File: src/logic/useq_pkg.sv
// constants shared by the microprogram address sequencer
// assumes a single system clock; all fields are plain ports
package useq_pkg;
    localparam int ADDR_W = 10;
    localparam logic [9:0] FETCH_START = 10'h000;    // octal 0000
    localparam logic [9:0] INT_FETCH_START = 10'h004;    // octal 0004
    localparam logic [9:0] INDIRECT_START = 10'h00c;    // octal 0014
    localparam logic [9:0] ADDR_CLEAR = 10'h000;
    localparam logic [1:0] CNT_PRESET = 2'h3;
    localparam logic [1:0] CNT_TERMINAL = 2'h0;
    localparam logic [1:0] MODULE_BASE = 2'h0;
    localparam int MOD_HI_BIT = 17;
    localparam int MOD_LO_BIT = 12;
    localparam int JUMP_LOC_W = 8;
    localparam int BUS_MOD_W = 4;
    localparam logic [2:0] GROUP_NONMEM = 3'h0;    // group field of a non-memory word
    localparam logic [3:0] SUB_SHIFT = 4'h0;
    localparam logic [3:0] SUB_ALTSKIP = 4'h8;
    localparam logic [3:0] SUB_EXTARITH = 4'h4;
    localparam logic [3:0] SUB_MACRO = 4'hc;
    localparam logic [7:0] ALTSKIP_BASE = 8'h40;
    localparam logic [7:0] EXTARITH_BASE = 8'h80;
    localparam logic [7:0] MACRO_BASE = 8'hc0;
    localparam logic [7:0] MEMSHIFT_BASE = 8'h20;
    localparam int IR_GRP_HI = 14;    // group field of the instruction word
    localparam int IR_GRP_LO = 12;
    localparam int IR_SUB_HI = 11;    // subgroup field when the group is zero
    localparam int IR_SUB_LO = 8;
    localparam int IR_OFF_HI = 9;    // offset field within a class block
    localparam int IR_OFF_LO = 4;
    localparam int MOD_SEL_HI = 9;    // module bits of the microaddress
    localparam int MOD_SEL_LO = 8;
    localparam logic [9:0] ADDR_STEP = 10'h001;
    localparam int HALT_DELAY = 2;
    typedef enum logic [1:0] {CLS_MEMSHIFT, CLS_ALTSKIP, CLS_EXTARITH, CLS_MACRO} iclass_e;
endpackage

File: src/logic/addr_hold.sv
// halt delay pipeline: holds a one-bit request for a number of clocks
// assumes synchronous active-high reset on clk_sys
`timescale 1ns/100ps
module addr_hold
    import useq_pkg::*;
#(
    parameter int DEPTH = HALT_DELAY
)
(
    input wire logic clk_sys,
    input wire logic srst,
    input wire logic req,
    output logic done
);
    logic [DEPTH-1:0] pipe_reg; // shift of pending request
    logic [DEPTH-1:0] pipe_next;

    // shift in the request each clock
    always_comb
    begin
        pipe_next = {pipe_reg[DEPTH-2:0], req};
    end

    always_ff @(posedge clk_sys)
    begin
        if (srst)
        begin
            pipe_reg <= '0;
        end
        else
        begin
            pipe_reg <= pipe_next;
        end
    end

    assign done = pipe_reg[DEPTH-1];
endmodule

File: src/logic/microprogram_address_sequencer.sv
// microprogram address sequencer: indirect counter, mapper, microaddress register
// assumes phase control, run logic and save register are outside; clk_sys is the state clock
// Functional notes
// - count indirect phases, flag the third
// - fetch phases hold counter preset
// - second clears low, third clears high
// - flag plus interrupt enters interrupt fetch
// - normal fetch maps to address 0000
// - interrupt fetch maps to address 0004
// - indirect phase maps to address 0014
// - execute phase decodes instruction bits
// - class from upper bits steers translation
// - macro addresses lowest strapped extension module
// - macro decode lands in jump table
// - micro jump uses bits 0-7,12,17
// - bits 12,17 module; 0-7 location
// - bus bits 0-3 modify jump target
// - address bits 9:8 select module
// - ten-bit register: load, increment, clear
// - active-low load on state clock
// - return loads from save register
// - increment needs load, run, no stepped jump
// - stepped conditional jump halts two clocks later
// - reset from power low or preset
// - indirect re-entry only without third flag
`timescale 1ns/100ps
module microprogram_address_sequencer
    import useq_pkg::*;
#(
    parameter logic [1:0] MACRO_MODULE = 2'h1    // strap: lowest extension module
)
(
    input wire logic clk_sys,
    input wire logic srst,
    input wire logic normal_fetch_active,
    input wire logic interrupt_fetch_active,
    input wire logic set_interrupt_fetch,
    input wire logic set_indirect_phase,
    input wire logic set_execute_phase,
    input wire logic interrupt_pending,
    input wire logic indirect_operand,
    input wire logic jump_or_call_instr,
    input wire logic [15:0] instruction_register,
    input wire logic [23:0] microinstruction_register,
    input wire logic micro_jump_select,
    input wire logic bus_modify_jump,
    input wire logic [3:0] bus_low,
    input wire logic microaddress_load_n,
    input wire logic micro_subroutine_return,
    input wire logic [9:0] save_register,
    input wire logic instruction_word_load,
    input wire logic run_set,
    input wire logic single_cycle,
    input wire logic conditional_micro_jump,
    input wire logic power_on_normal,
    input wire logic panel_preset,
    output logic third_indirect_flag,
    output logic force_interrupt_fetch,
    output logic indirect_reentry_ok,
    output logic [9:0] microaddress_register,
    output logic [9:0] mapper_address,
    output logic [1:0] module_select,
    output logic microaddress_increment,
    output logic rom_inhibit,
    output logic halt_request
);
    // indirect counter: bit 0 clears on the second indirect, bit 1 on the third
    logic [1:0] ind_cnt_reg;    // preset to ones while fetching
    logic [1:0] ind_cnt_next;
    // microaddress register and its next value
    logic [9:0] uaddr_reg;    // drives the control store
    logic [9:0] uaddr_next;
    // mapper output, fed to the register on a load
    logic [9:0] map_addr;
    // control terms shared by several processes
    logic reset_n;    // active-low register clear
    logic stepped_jump;    // stepped conditional jump pending
    logic any_fetch;    // either fetch phase level
    logic count_step;    // an indirect set that may still count
    iclass_e iclass;    // execute class of the instruction word

    // execute class from opcode bits; memory reference when the group field is nonzero
    // shift-rotate and input/output words fall through to the first class block
    function automatic iclass_e classify(input logic [15:0] ir);
        iclass_e c;
        c = CLS_MEMSHIFT;
        if (ir[IR_GRP_HI:IR_GRP_LO] != GROUP_NONMEM)
        begin
            // memory reference words
            c = CLS_MEMSHIFT;
        end
        else if (ir[IR_SUB_HI:IR_SUB_LO] == SUB_ALTSKIP)
        begin
            // alter-skip words
            c = CLS_ALTSKIP;
        end
        else if (ir[IR_SUB_HI:IR_SUB_LO] == SUB_EXTARITH)
        begin
            // extended arithmetic words
            c = CLS_EXTARITH;
        end
        else if (ir[IR_SUB_HI:IR_SUB_LO] == SUB_MACRO)
        begin
            // user macro words, routed to an extension module
            c = CLS_MACRO;
        end
        return c;
    endfunction

    // start address inside a class block: block base ored with the offset field
    // used by every execute class, so the field slice lives in one place
    function automatic logic [7:0] block_start(input logic [7:0] base, input logic [15:0] ir);
        return base | {2'h0, ir[IR_OFF_HI:IR_OFF_LO]};
    endfunction

    // reset active when power not normal or preset pressed
    // the bench reset is folded in so one signal governs the clear
    // this clear leaves the indirect counter alone
    assign reset_n = ~(srst | ~power_on_normal | panel_preset);

    // third-indirect flag is the terminal count of the register, not a separate flop
    // held by the counter itself until a fetch presets it
    assign third_indirect_flag = (ind_cnt_reg == CNT_TERMINAL);
    // with the flag up a pending interrupt wins over another indirect
    assign force_interrupt_fetch = third_indirect_flag & interrupt_pending;
    // a jump or call with indirect operand may loop only below three
    assign indirect_reentry_ok = indirect_operand & jump_or_call_instr
        & ~third_indirect_flag;

    // either fetch level holds the counter preset
    assign any_fetch = normal_fetch_active | interrupt_fetch_active;
    // counting stops at the terminal state so the flag cannot wrap away
    assign count_step = set_indirect_phase & (ind_cnt_reg != CNT_TERMINAL);

    // counter next state; preset beats counting, so the first indirect is not counted
    always_comb
    begin
        // default: hold the count
        ind_cnt_next = ind_cnt_reg;
        if (any_fetch)
        begin
            // fetch phase active
            ind_cnt_next = CNT_PRESET;
        end
        else if (count_step)
        begin
            // clear low bit first, then high
            if (ind_cnt_reg[0])
            begin
                // second indirect in a row
                ind_cnt_next = {ind_cnt_reg[1], 1'b0};
            end
            else
            begin
                // third indirect in a row
                ind_cnt_next = CNT_TERMINAL;
            end
        end
    end

    // counter register; only reset and the next value reach it
    always_ff @(posedge clk_sys)
    begin
        if (srst)
        begin
            // reset leaves the flag low
            ind_cnt_reg <= CNT_PRESET;
        end
        else
        begin
            // take the computed count
            ind_cnt_reg <= ind_cnt_next;
        end
    end

    // class of the word now in the instruction register
    assign iclass = classify(instruction_register);

    // mapper: phase start, execute decode, or micro jump target
    // a jump outranks the set-phase signals, which may still be up mid-phase
    always_comb
    begin
        // no set signal: normal fetch start
        map_addr = FETCH_START;
        if (micro_jump_select)
        begin
            // module from bits 17,12; location from bits 7:0
            map_addr = {microinstruction_register[MOD_HI_BIT],
                microinstruction_register[MOD_LO_BIT],
                microinstruction_register[JUMP_LOC_W-1:0]};
            // bus field only when the jump names the instruction as source
            if (bus_modify_jump)
            begin
                // only the low four bus bits reach the target
                map_addr[BUS_MOD_W-1:0] = bus_low;
            end
        end
        else if (set_interrupt_fetch & ~set_indirect_phase & ~set_execute_phase)
        begin
            // interrupt fetch alone
            map_addr = INT_FETCH_START;
        end
        else if (set_indirect_phase & ~set_interrupt_fetch & ~set_execute_phase)
        begin
            // indirect phase alone
            map_addr = INDIRECT_START;
        end
        else if (set_execute_phase & ~set_interrupt_fetch & ~set_indirect_phase)
        begin
            // start address from the offset field within the class block
            case (iclass)
                CLS_ALTSKIP:
                begin
                    // alter-skip block in module 0
                    map_addr = {MODULE_BASE, block_start(ALTSKIP_BASE, instruction_register)};
                end
                CLS_EXTARITH:
                begin
                    // extended arithmetic block in module 0
                    map_addr = {MODULE_BASE, block_start(EXTARITH_BASE, instruction_register)};
                end
                CLS_MACRO:
                begin
                    // lands in jump table of lowest extension module
                    map_addr = {MACRO_MODULE,
                        block_start(MACRO_BASE, instruction_register)};
                end
                default:
                begin
                    // memory reference and shift-rotate block in module 0
                    map_addr = {MODULE_BASE, block_start(MEMSHIFT_BASE, instruction_register)};
                end
            endcase
        end
    end

    // stepped conditional jump: inhibit rom now, halt two clocks later
    assign stepped_jump = conditional_micro_jump & single_cycle;
    // inhibited rom reads as all ones, a no-op in the next microinstruction
    assign rom_inhibit = stepped_jump;
    // no increment on a stepped jump, so the jump's own address is kept
    assign microaddress_increment = instruction_word_load & run_set
        & ~stepped_jump;

    // halt request trails the stepped jump by the halt delay
    // the pipe follows srst only; a panel clear does not cancel a pending halt
    addr_hold #(
        .DEPTH(HALT_DELAY)
    ) addr_hold_i (
        .clk_sys(clk_sys),
        .srst(srst),
        .req(stepped_jump),
        .done(halt_request)
    );

    // microaddress next: clear beats load beats increment
    always_comb
    begin
        // default: hold the address
        uaddr_next = uaddr_reg;
        if (!reset_n)
        begin
            // power not normal or preset pressed
            uaddr_next = ADDR_CLEAR;
        end
        else if (!microaddress_load_n)
        begin
            // return takes the saved address, else the mapper
            uaddr_next = micro_subroutine_return ? save_register : map_addr;
        end
        else if (microaddress_increment)
        begin
            // next sequential microinstruction; wraps at the top of module 3
            uaddr_next = uaddr_reg + ADDR_STEP;
        end
    end

    // microaddress register; the clear also follows srst here
    always_ff @(posedge clk_sys)
    begin
        if (srst)
        begin
            // start of the normal fetch routine
            uaddr_reg <= ADDR_CLEAR;
        end
        else
        begin
            // take the computed address
            uaddr_reg <= uaddr_next;
        end
    end

    // register output straight from the flops
    assign microaddress_register = uaddr_reg;
    // mapper output shown for the phase logic and for test
    assign mapper_address = map_addr;
    // top two address bits pick the control-store module
    // a missing module is caught by logic outside this block
    assign module_select = uaddr_reg[MOD_SEL_HI:MOD_SEL_LO];
endmodule

File: config.mk
export PLATFORM = sky130hd
export DESIGN_NAME = microprogram_address_sequencer
export DESIGN_NICKNAME = d
export VERILOG_FILES = /design/src/logic/useq_pkg.sv /design/src/logic/addr_hold.sv /design/src/logic/microprogram_address_sequencer.sv
export SDC_FILE = /design/constraint.sdc
export NUM_CORES = 1
export LEC_CHECK = 0
export BUFFER_PORTS_ARGS = -buffer_cell sky130_fd_sc_hd__buf_2
export CORE_ASPECT_RATIO = 2
export CORE_UTILIZATION = 38
export CTS_BUF_LIST = sky130_fd_sc_hd__clkbuf_4 sky130_fd_sc_hd__clkbuf_8
export DETAILED_ROUTE_END_ITERATION = 8
export MAX_ROUTING_LAYER = met4
export PLACE_DENSITY_LB_ADDON = 0.15
export SETUP_SLACK_MARGIN = 0.5
export SYNTH_ARGS = -nofsm -noshare
export SYNTH_HDL_FRONTEND = slang
export SYNTH_HIERARCHICAL = 1
export SYNTH_SLANG_ARGS = --single-unit
File: constraint.sdc
create_clock -name clk_sys -period 2.2 [get_ports clk_sys]
set_input_delay 0.11 -clock clk_sys [delete_from_list [all_inputs] [get_ports clk_sys]]
set_output_delay 0.11 -clock clk_sys [all_outputs]
set_load 0.01 [all_outputs]
* Word-level counts from Yosys, hierarchy flattened
Cells that the tools add are included.
Widths: inputs -> output; s select.
** Storage, ports and cells
- Register bits :: 14
- Input port bits :: 74
** Operators by class
- Add/subtract/negate cells :: 1
- Equal/unequal tests :: 7
- Mux-type cells :: 13
- Bitwise gates (word level) :: 23
- Reduce and logical (&&, ||, !) cells :: 6
** Operators with widths (number)
- $mux 10 :: 4
- $mux 9 :: 3
- $pmux 9 s3 :: 1
- $and 1x1->1 :: 13
- $add 10x1->10 const B :: 1
- $eq 4x4->1 const B :: 2
- $mux 2 :: 4
- $not 1->1 :: 7
- $eq 2x2->1 const B :: 2
- $eq 4x3->1 const B :: 1
- $mux 4 :: 1
- $reduce_or 2->1 :: 2
- $or 1x1->1 :: 3
- $reduce_bool 3->1 :: 1
- $eq 2x1->1 const B :: 1
- $logic_not 2->1 :: 1
- $ne 2x1->1 const B :: 1
- $reduce_and 2->1 :: 1
- $reduce_bool 2->1 :: 1

* Depth between registers and ports, before layout
- Depth in word-level cells :: 13
- Mapped depth :: 6

* Modules after synthesis
The synthesis kept the hierarchy.
** Modules (own cells, without submodules)
- microprogram_address_sequencer :: times used 1, cells an instance 138, area an instance 1052.3 µm²
- addr_hold :: times used 1, cells an instance 4, area an instance 52.6 µm²

* Worst setup path after synthesis
No wires, ideal clock.
- Path type :: input-to-reg
- Start :: in instruction_register[13]
- End :: reg uaddr_reg[8], in the netlist microaddress_register[8]
- Library setup time :: 62 ps
- Arrival time :: 1575 ps
- Data required time :: 2138 ps
- Path slack :: 563 ps
- Stages :: 4
- Cells stage by stage :: or4_1 -> or4_4 -> a221o_1 -> nand3_1
** On the way
- Cells in the longest elaborated chain, start to end :: 10
- Elaborated cells between the ends (all ways) :: 12
** Ends and longest elaborated chain
- start, declared :: line microprogram_address_sequencer.sv:43 : input wire logic [15:0] instruction_register,
- $reduce_bool 3->1 (*) :: line microprogram_address_sequencer.sv:87 : if (ir[IR_GRP_HI:IR_GRP_LO] != GROUP_NONMEM)
- $mux 2 (*) :: line microprogram_address_sequencer.sv:87
- $eq 2x2->1 / $eq 2x1->1 (equally long branches) :: line microprogram_address_sequencer.sv:211 : case (iclass)
- $pmux 9 s3 (*) :: line microprogram_address_sequencer.sv:211
- $mux 9 (*) :: line microprogram_address_sequencer.sv:208 : else if (set_execute_phase & ~set_interrupt_fetch & ~set_indirect_phase)
- $mux 9 (*) :: line microprogram_address_sequencer.sv:203 : else if (set_indirect_phase & ~set_interrupt_fetch & ~set_execute_phase)
- $mux 9 (*) :: line microprogram_address_sequencer.sv:198 : else if (set_interrupt_fetch & ~set_indirect_phase & ~set_execute_phase)
- $mux 10 (*) :: line microprogram_address_sequencer.sv:185 : if (micro_jump_select)
- $mux 10 (*) :: line microprogram_address_sequencer.sv:269 : uaddr_next = micro_subroutine_return ? save_register : map_addr;
- $mux 10 (*) :: line microprogram_address_sequencer.sv:266 : else if (!microaddress_load_n)
- end signal, assigned :: line microprogram_address_sequencer.sv:289 : uaddr_reg <= uaddr_next;
- end, declared :: line microprogram_address_sequencer.sv:71 : logic [9:0] uaddr_reg;
Mark *: on every way between the ends. The rest lies on a longest branch, timed or not.
A chain may end at the register's enable or synchronous reset.

* Worst setup path after layout
- Start :: in micro_jump_select
- End :: out mapper_address[8]
** On the way
- Cells in the longest elaborated chain, start to end :: 1
** Ends and longest elaborated chain
- start, declared :: line microprogram_address_sequencer.sv:45 : input wire logic micro_jump_select,
- $mux 10 :: line microprogram_address_sequencer.sv:185
- end, declared :: line microprogram_address_sequencer.sv:61 : output logic [9:0] mapper_address,
Every way passes these cells.

==> results.cfg <==
[placement]
portBuffers = 82
hpwl_mm = 2.74
place_congestion = 0.757
dp_cells = 248
dpl_cell_area_um2 = 1530

[critical_path]
crit_path_end_kind = output pin
r2r_slack_ps = 610
worstPathCellList = buf_2 -> or4b_4 -> or4_4 -> nand2_1 -> buf_2
r2r_start = microaddress_register[4]
cp_common_cell = buf_2
required_ps = 2090
path_buf_inv = 2
critPathMaxStageDelay_ps = 530
cp-startpoint = micro_jump_select
cp.arrival_ps = 1540
worst_path_dominant_cell_family = simple AND/OR/NAND/NOR gates
crit_fanout = 19
crit_slowest_cell = or4b_4
start_kind = primary input
path_class = in2out

[timing]
min_period_over_period_pct = 75.0
relSlewSlack_pct = 65.3
finalCriticalPeriod_ps = 1650
final-setup-viol-count = 0
maxSlewViolCount = 0
hold_violations = 0
tightest_slew_ps = 516
fmax_mhz = 606
fin_setup_tns_ps = 0
rsz0062_at_grt = false
fin_skew_ps = 0.994

[clock_tree]
ctsLongestPathBuffers = 2
numCtsBuffers = 3
post_cts_buffers = 0
hold_buffers = 0
clkLatencyLatePin_ps = 240
root_buffer = clkbuf_8
cts.sinks = 14
cts_tree = built
cts_htree_levels = 1
clkTransAtPathRegs_ps = 60
postCtsResizedCells = 0

[power]
combPwrFrac_pct = 26.5
p_int_uw = 465
pwr-share-seq_pct = 41.4
power.switching_uw = 174
swShare_pct = 27.2
irDropWorstVdd_uv = 295
power.density_nw_per_um2 = 408
p_clk_share_pct = 32.0
leakagePower_uw = 0.000795

[synth]
synthMuxAreaShare_pct = 5.89
seq_area_frac_synth_pct = 25.4
yosys.area_share.simple_pct = 33.5
synth-xor-area-share_pct = 4.76
synth_cell_types = 42
synthAdderAreaFrac_pct = 1.13
syn_area_um2 = 1100
synth_area_leader_cell = dfxtp_1
synth-edff-count = 0
yosysMostFrequentCell = nand2_1
synth_area_per_cell_um2 = 7.78
ys_ff_latch = 14
synth_top_family_by_area = simple AND/OR/NAND/NOR gates
synthTopCellsByCount = nand2_1, dfxtp_1, a21oi_1
yosysWarningCount = 6
synth_top_area_share_pct = 25.4
netlist_instances = 142
synthFlopType = dfxtp_1
synth_nets = 217
ys_top_cells_by_area = dfxtp_1, nand2_1, a21oi_1, mux2_2, a22o_1
async_reset_ff_share_pct = 0
synth-compound-area-share_pct = 22.9

[layout]
layout-drive-gt1-share_pct = 42.3
finalInstanceArea_um2 = 1570
syn_to_final_growth_pct = 41.8
nets = 299
largest_register_ffs = 10
finalNonFillerCells = 251
antenna_cells = 0

[floorplan]
fp.coreArea_um2 = 2770
die_h_um = 78.3
die-area_um2 = 3140
ios = 102
dieWidth_um = 40.1
core.rowCount = 27
start_util_pct = 39.9

[route]
routedWlPerCell_um = 13.2
drt_iter0_drc = 19
drcViolationCount = 0
vias = 1374
drt_wl_total_mm = 3.32
dr.pass1.iters = 4
antenna_left = 0
post_drt_via_cell_ratio = 5.47

[flow_run]
drv_cap = 0

[global_routing]
grt_usage_pct = 22.4
grt_pass1_vias = 1261
grt_max_degree = 20
grt_pass1_wl_mm = 5.01
antenna_found_initial = 0
overflow = 0

[min_path]
hp-start = interrupt_fetch_active
hold_class = in2reg

[outcome]
outcome = finished clean
cell usage in the layout (no fill, tap or decap), types with 2 or more instances in the layout:
cell      instances
buf_2            82
nand2_1          17
dfxtp_1          14
a21oi_1           9
inv_1             8
a22o_1            5
nor2_1            5
nand3b_1          5
and2_1            5
nand3_1           5
xor2_1            5
or4_1             4
nor3_1            4
mux2_2            4
o21ai_0           4
nor2b_1           4
o31ai_1           3
nand2b_1          3
a31oi_1           3
clkbuf_8          3
nor4b_1           2
mux2i_1           2
nor3b_1           2
a221o_1           2
o211ai_1          2
a221oi_1          2
nand4_1           2
buf_4             2
metal layers:
metal | track usage [%] | vias up | share of wire, %
met1 | 21.5 | 630 | 37
li1 | - | 689 | -
met5 | - | - | 0
met4 | 7.59 | 0 | 1.1
met2 | 41.5 | 51 | 57
met3 | 2.54 | 4 | 4.9
final timing paths:
check	to	cells after the start
setup / recovery	mapper_address[8]	5
hold / removal	ind_cnt_reg[1]	3
setup reg to reg	microaddress_register[9]	4
hold reg to reg	addr_hold_i/pipe_reg[1]	1
area by class of cell:
cell class,instances,area (um^2)
clock buffer,3,41.3
fill,297,1200
inverter,8,30.0
multi-input combinational,113,753
sequential,14,280
tap,29,36.3
timing repair buffer,84,425
power groups by stage:
| stage | clock, uW | sequential, uW | combinational (uW) |
|---|---|---|---|
| after floorplan | 0 | 271 | 83.3 |
| after global placement | 0 | 270 | 166 |
| after detailed placement | 0 | 270 | 169 |
| after CTS | 208 | 265 | 170 |
| after global routing | 214 | 265 | 188 |
| final | 205 | 265 | 170 |
metrics by stage:
stage | power, uW | hold slack, ps | utilization, % | setup slack, ps
floorplan | 355 | 182 | - | 563
global placement | 436 | 306 | 55.1 | 413
detailed placement | 440 | 313 | 55.1 | 405
CTS | 643 | 71.4 | 56.5 | 553
global route | 667 | 92.2 | 56.5 | 507
finish | 639 | 72.3 | 56.5 | 550
cells by family after synthesis:
family	Yosys count
flops	14
mux	6
fa+ha+maj	1
buf+inv	15
simple gates	64
compound gates	36
xor+xnor	6
worst register-to-register path, stage by stage, from the launching register on:
cell,delay [ps]
dfxtp_1,410
and4_1,280
nand3_1,170
or4_1,500
a31oi_1,170
No activity file was read; power rests on OpenSTA's default activity.
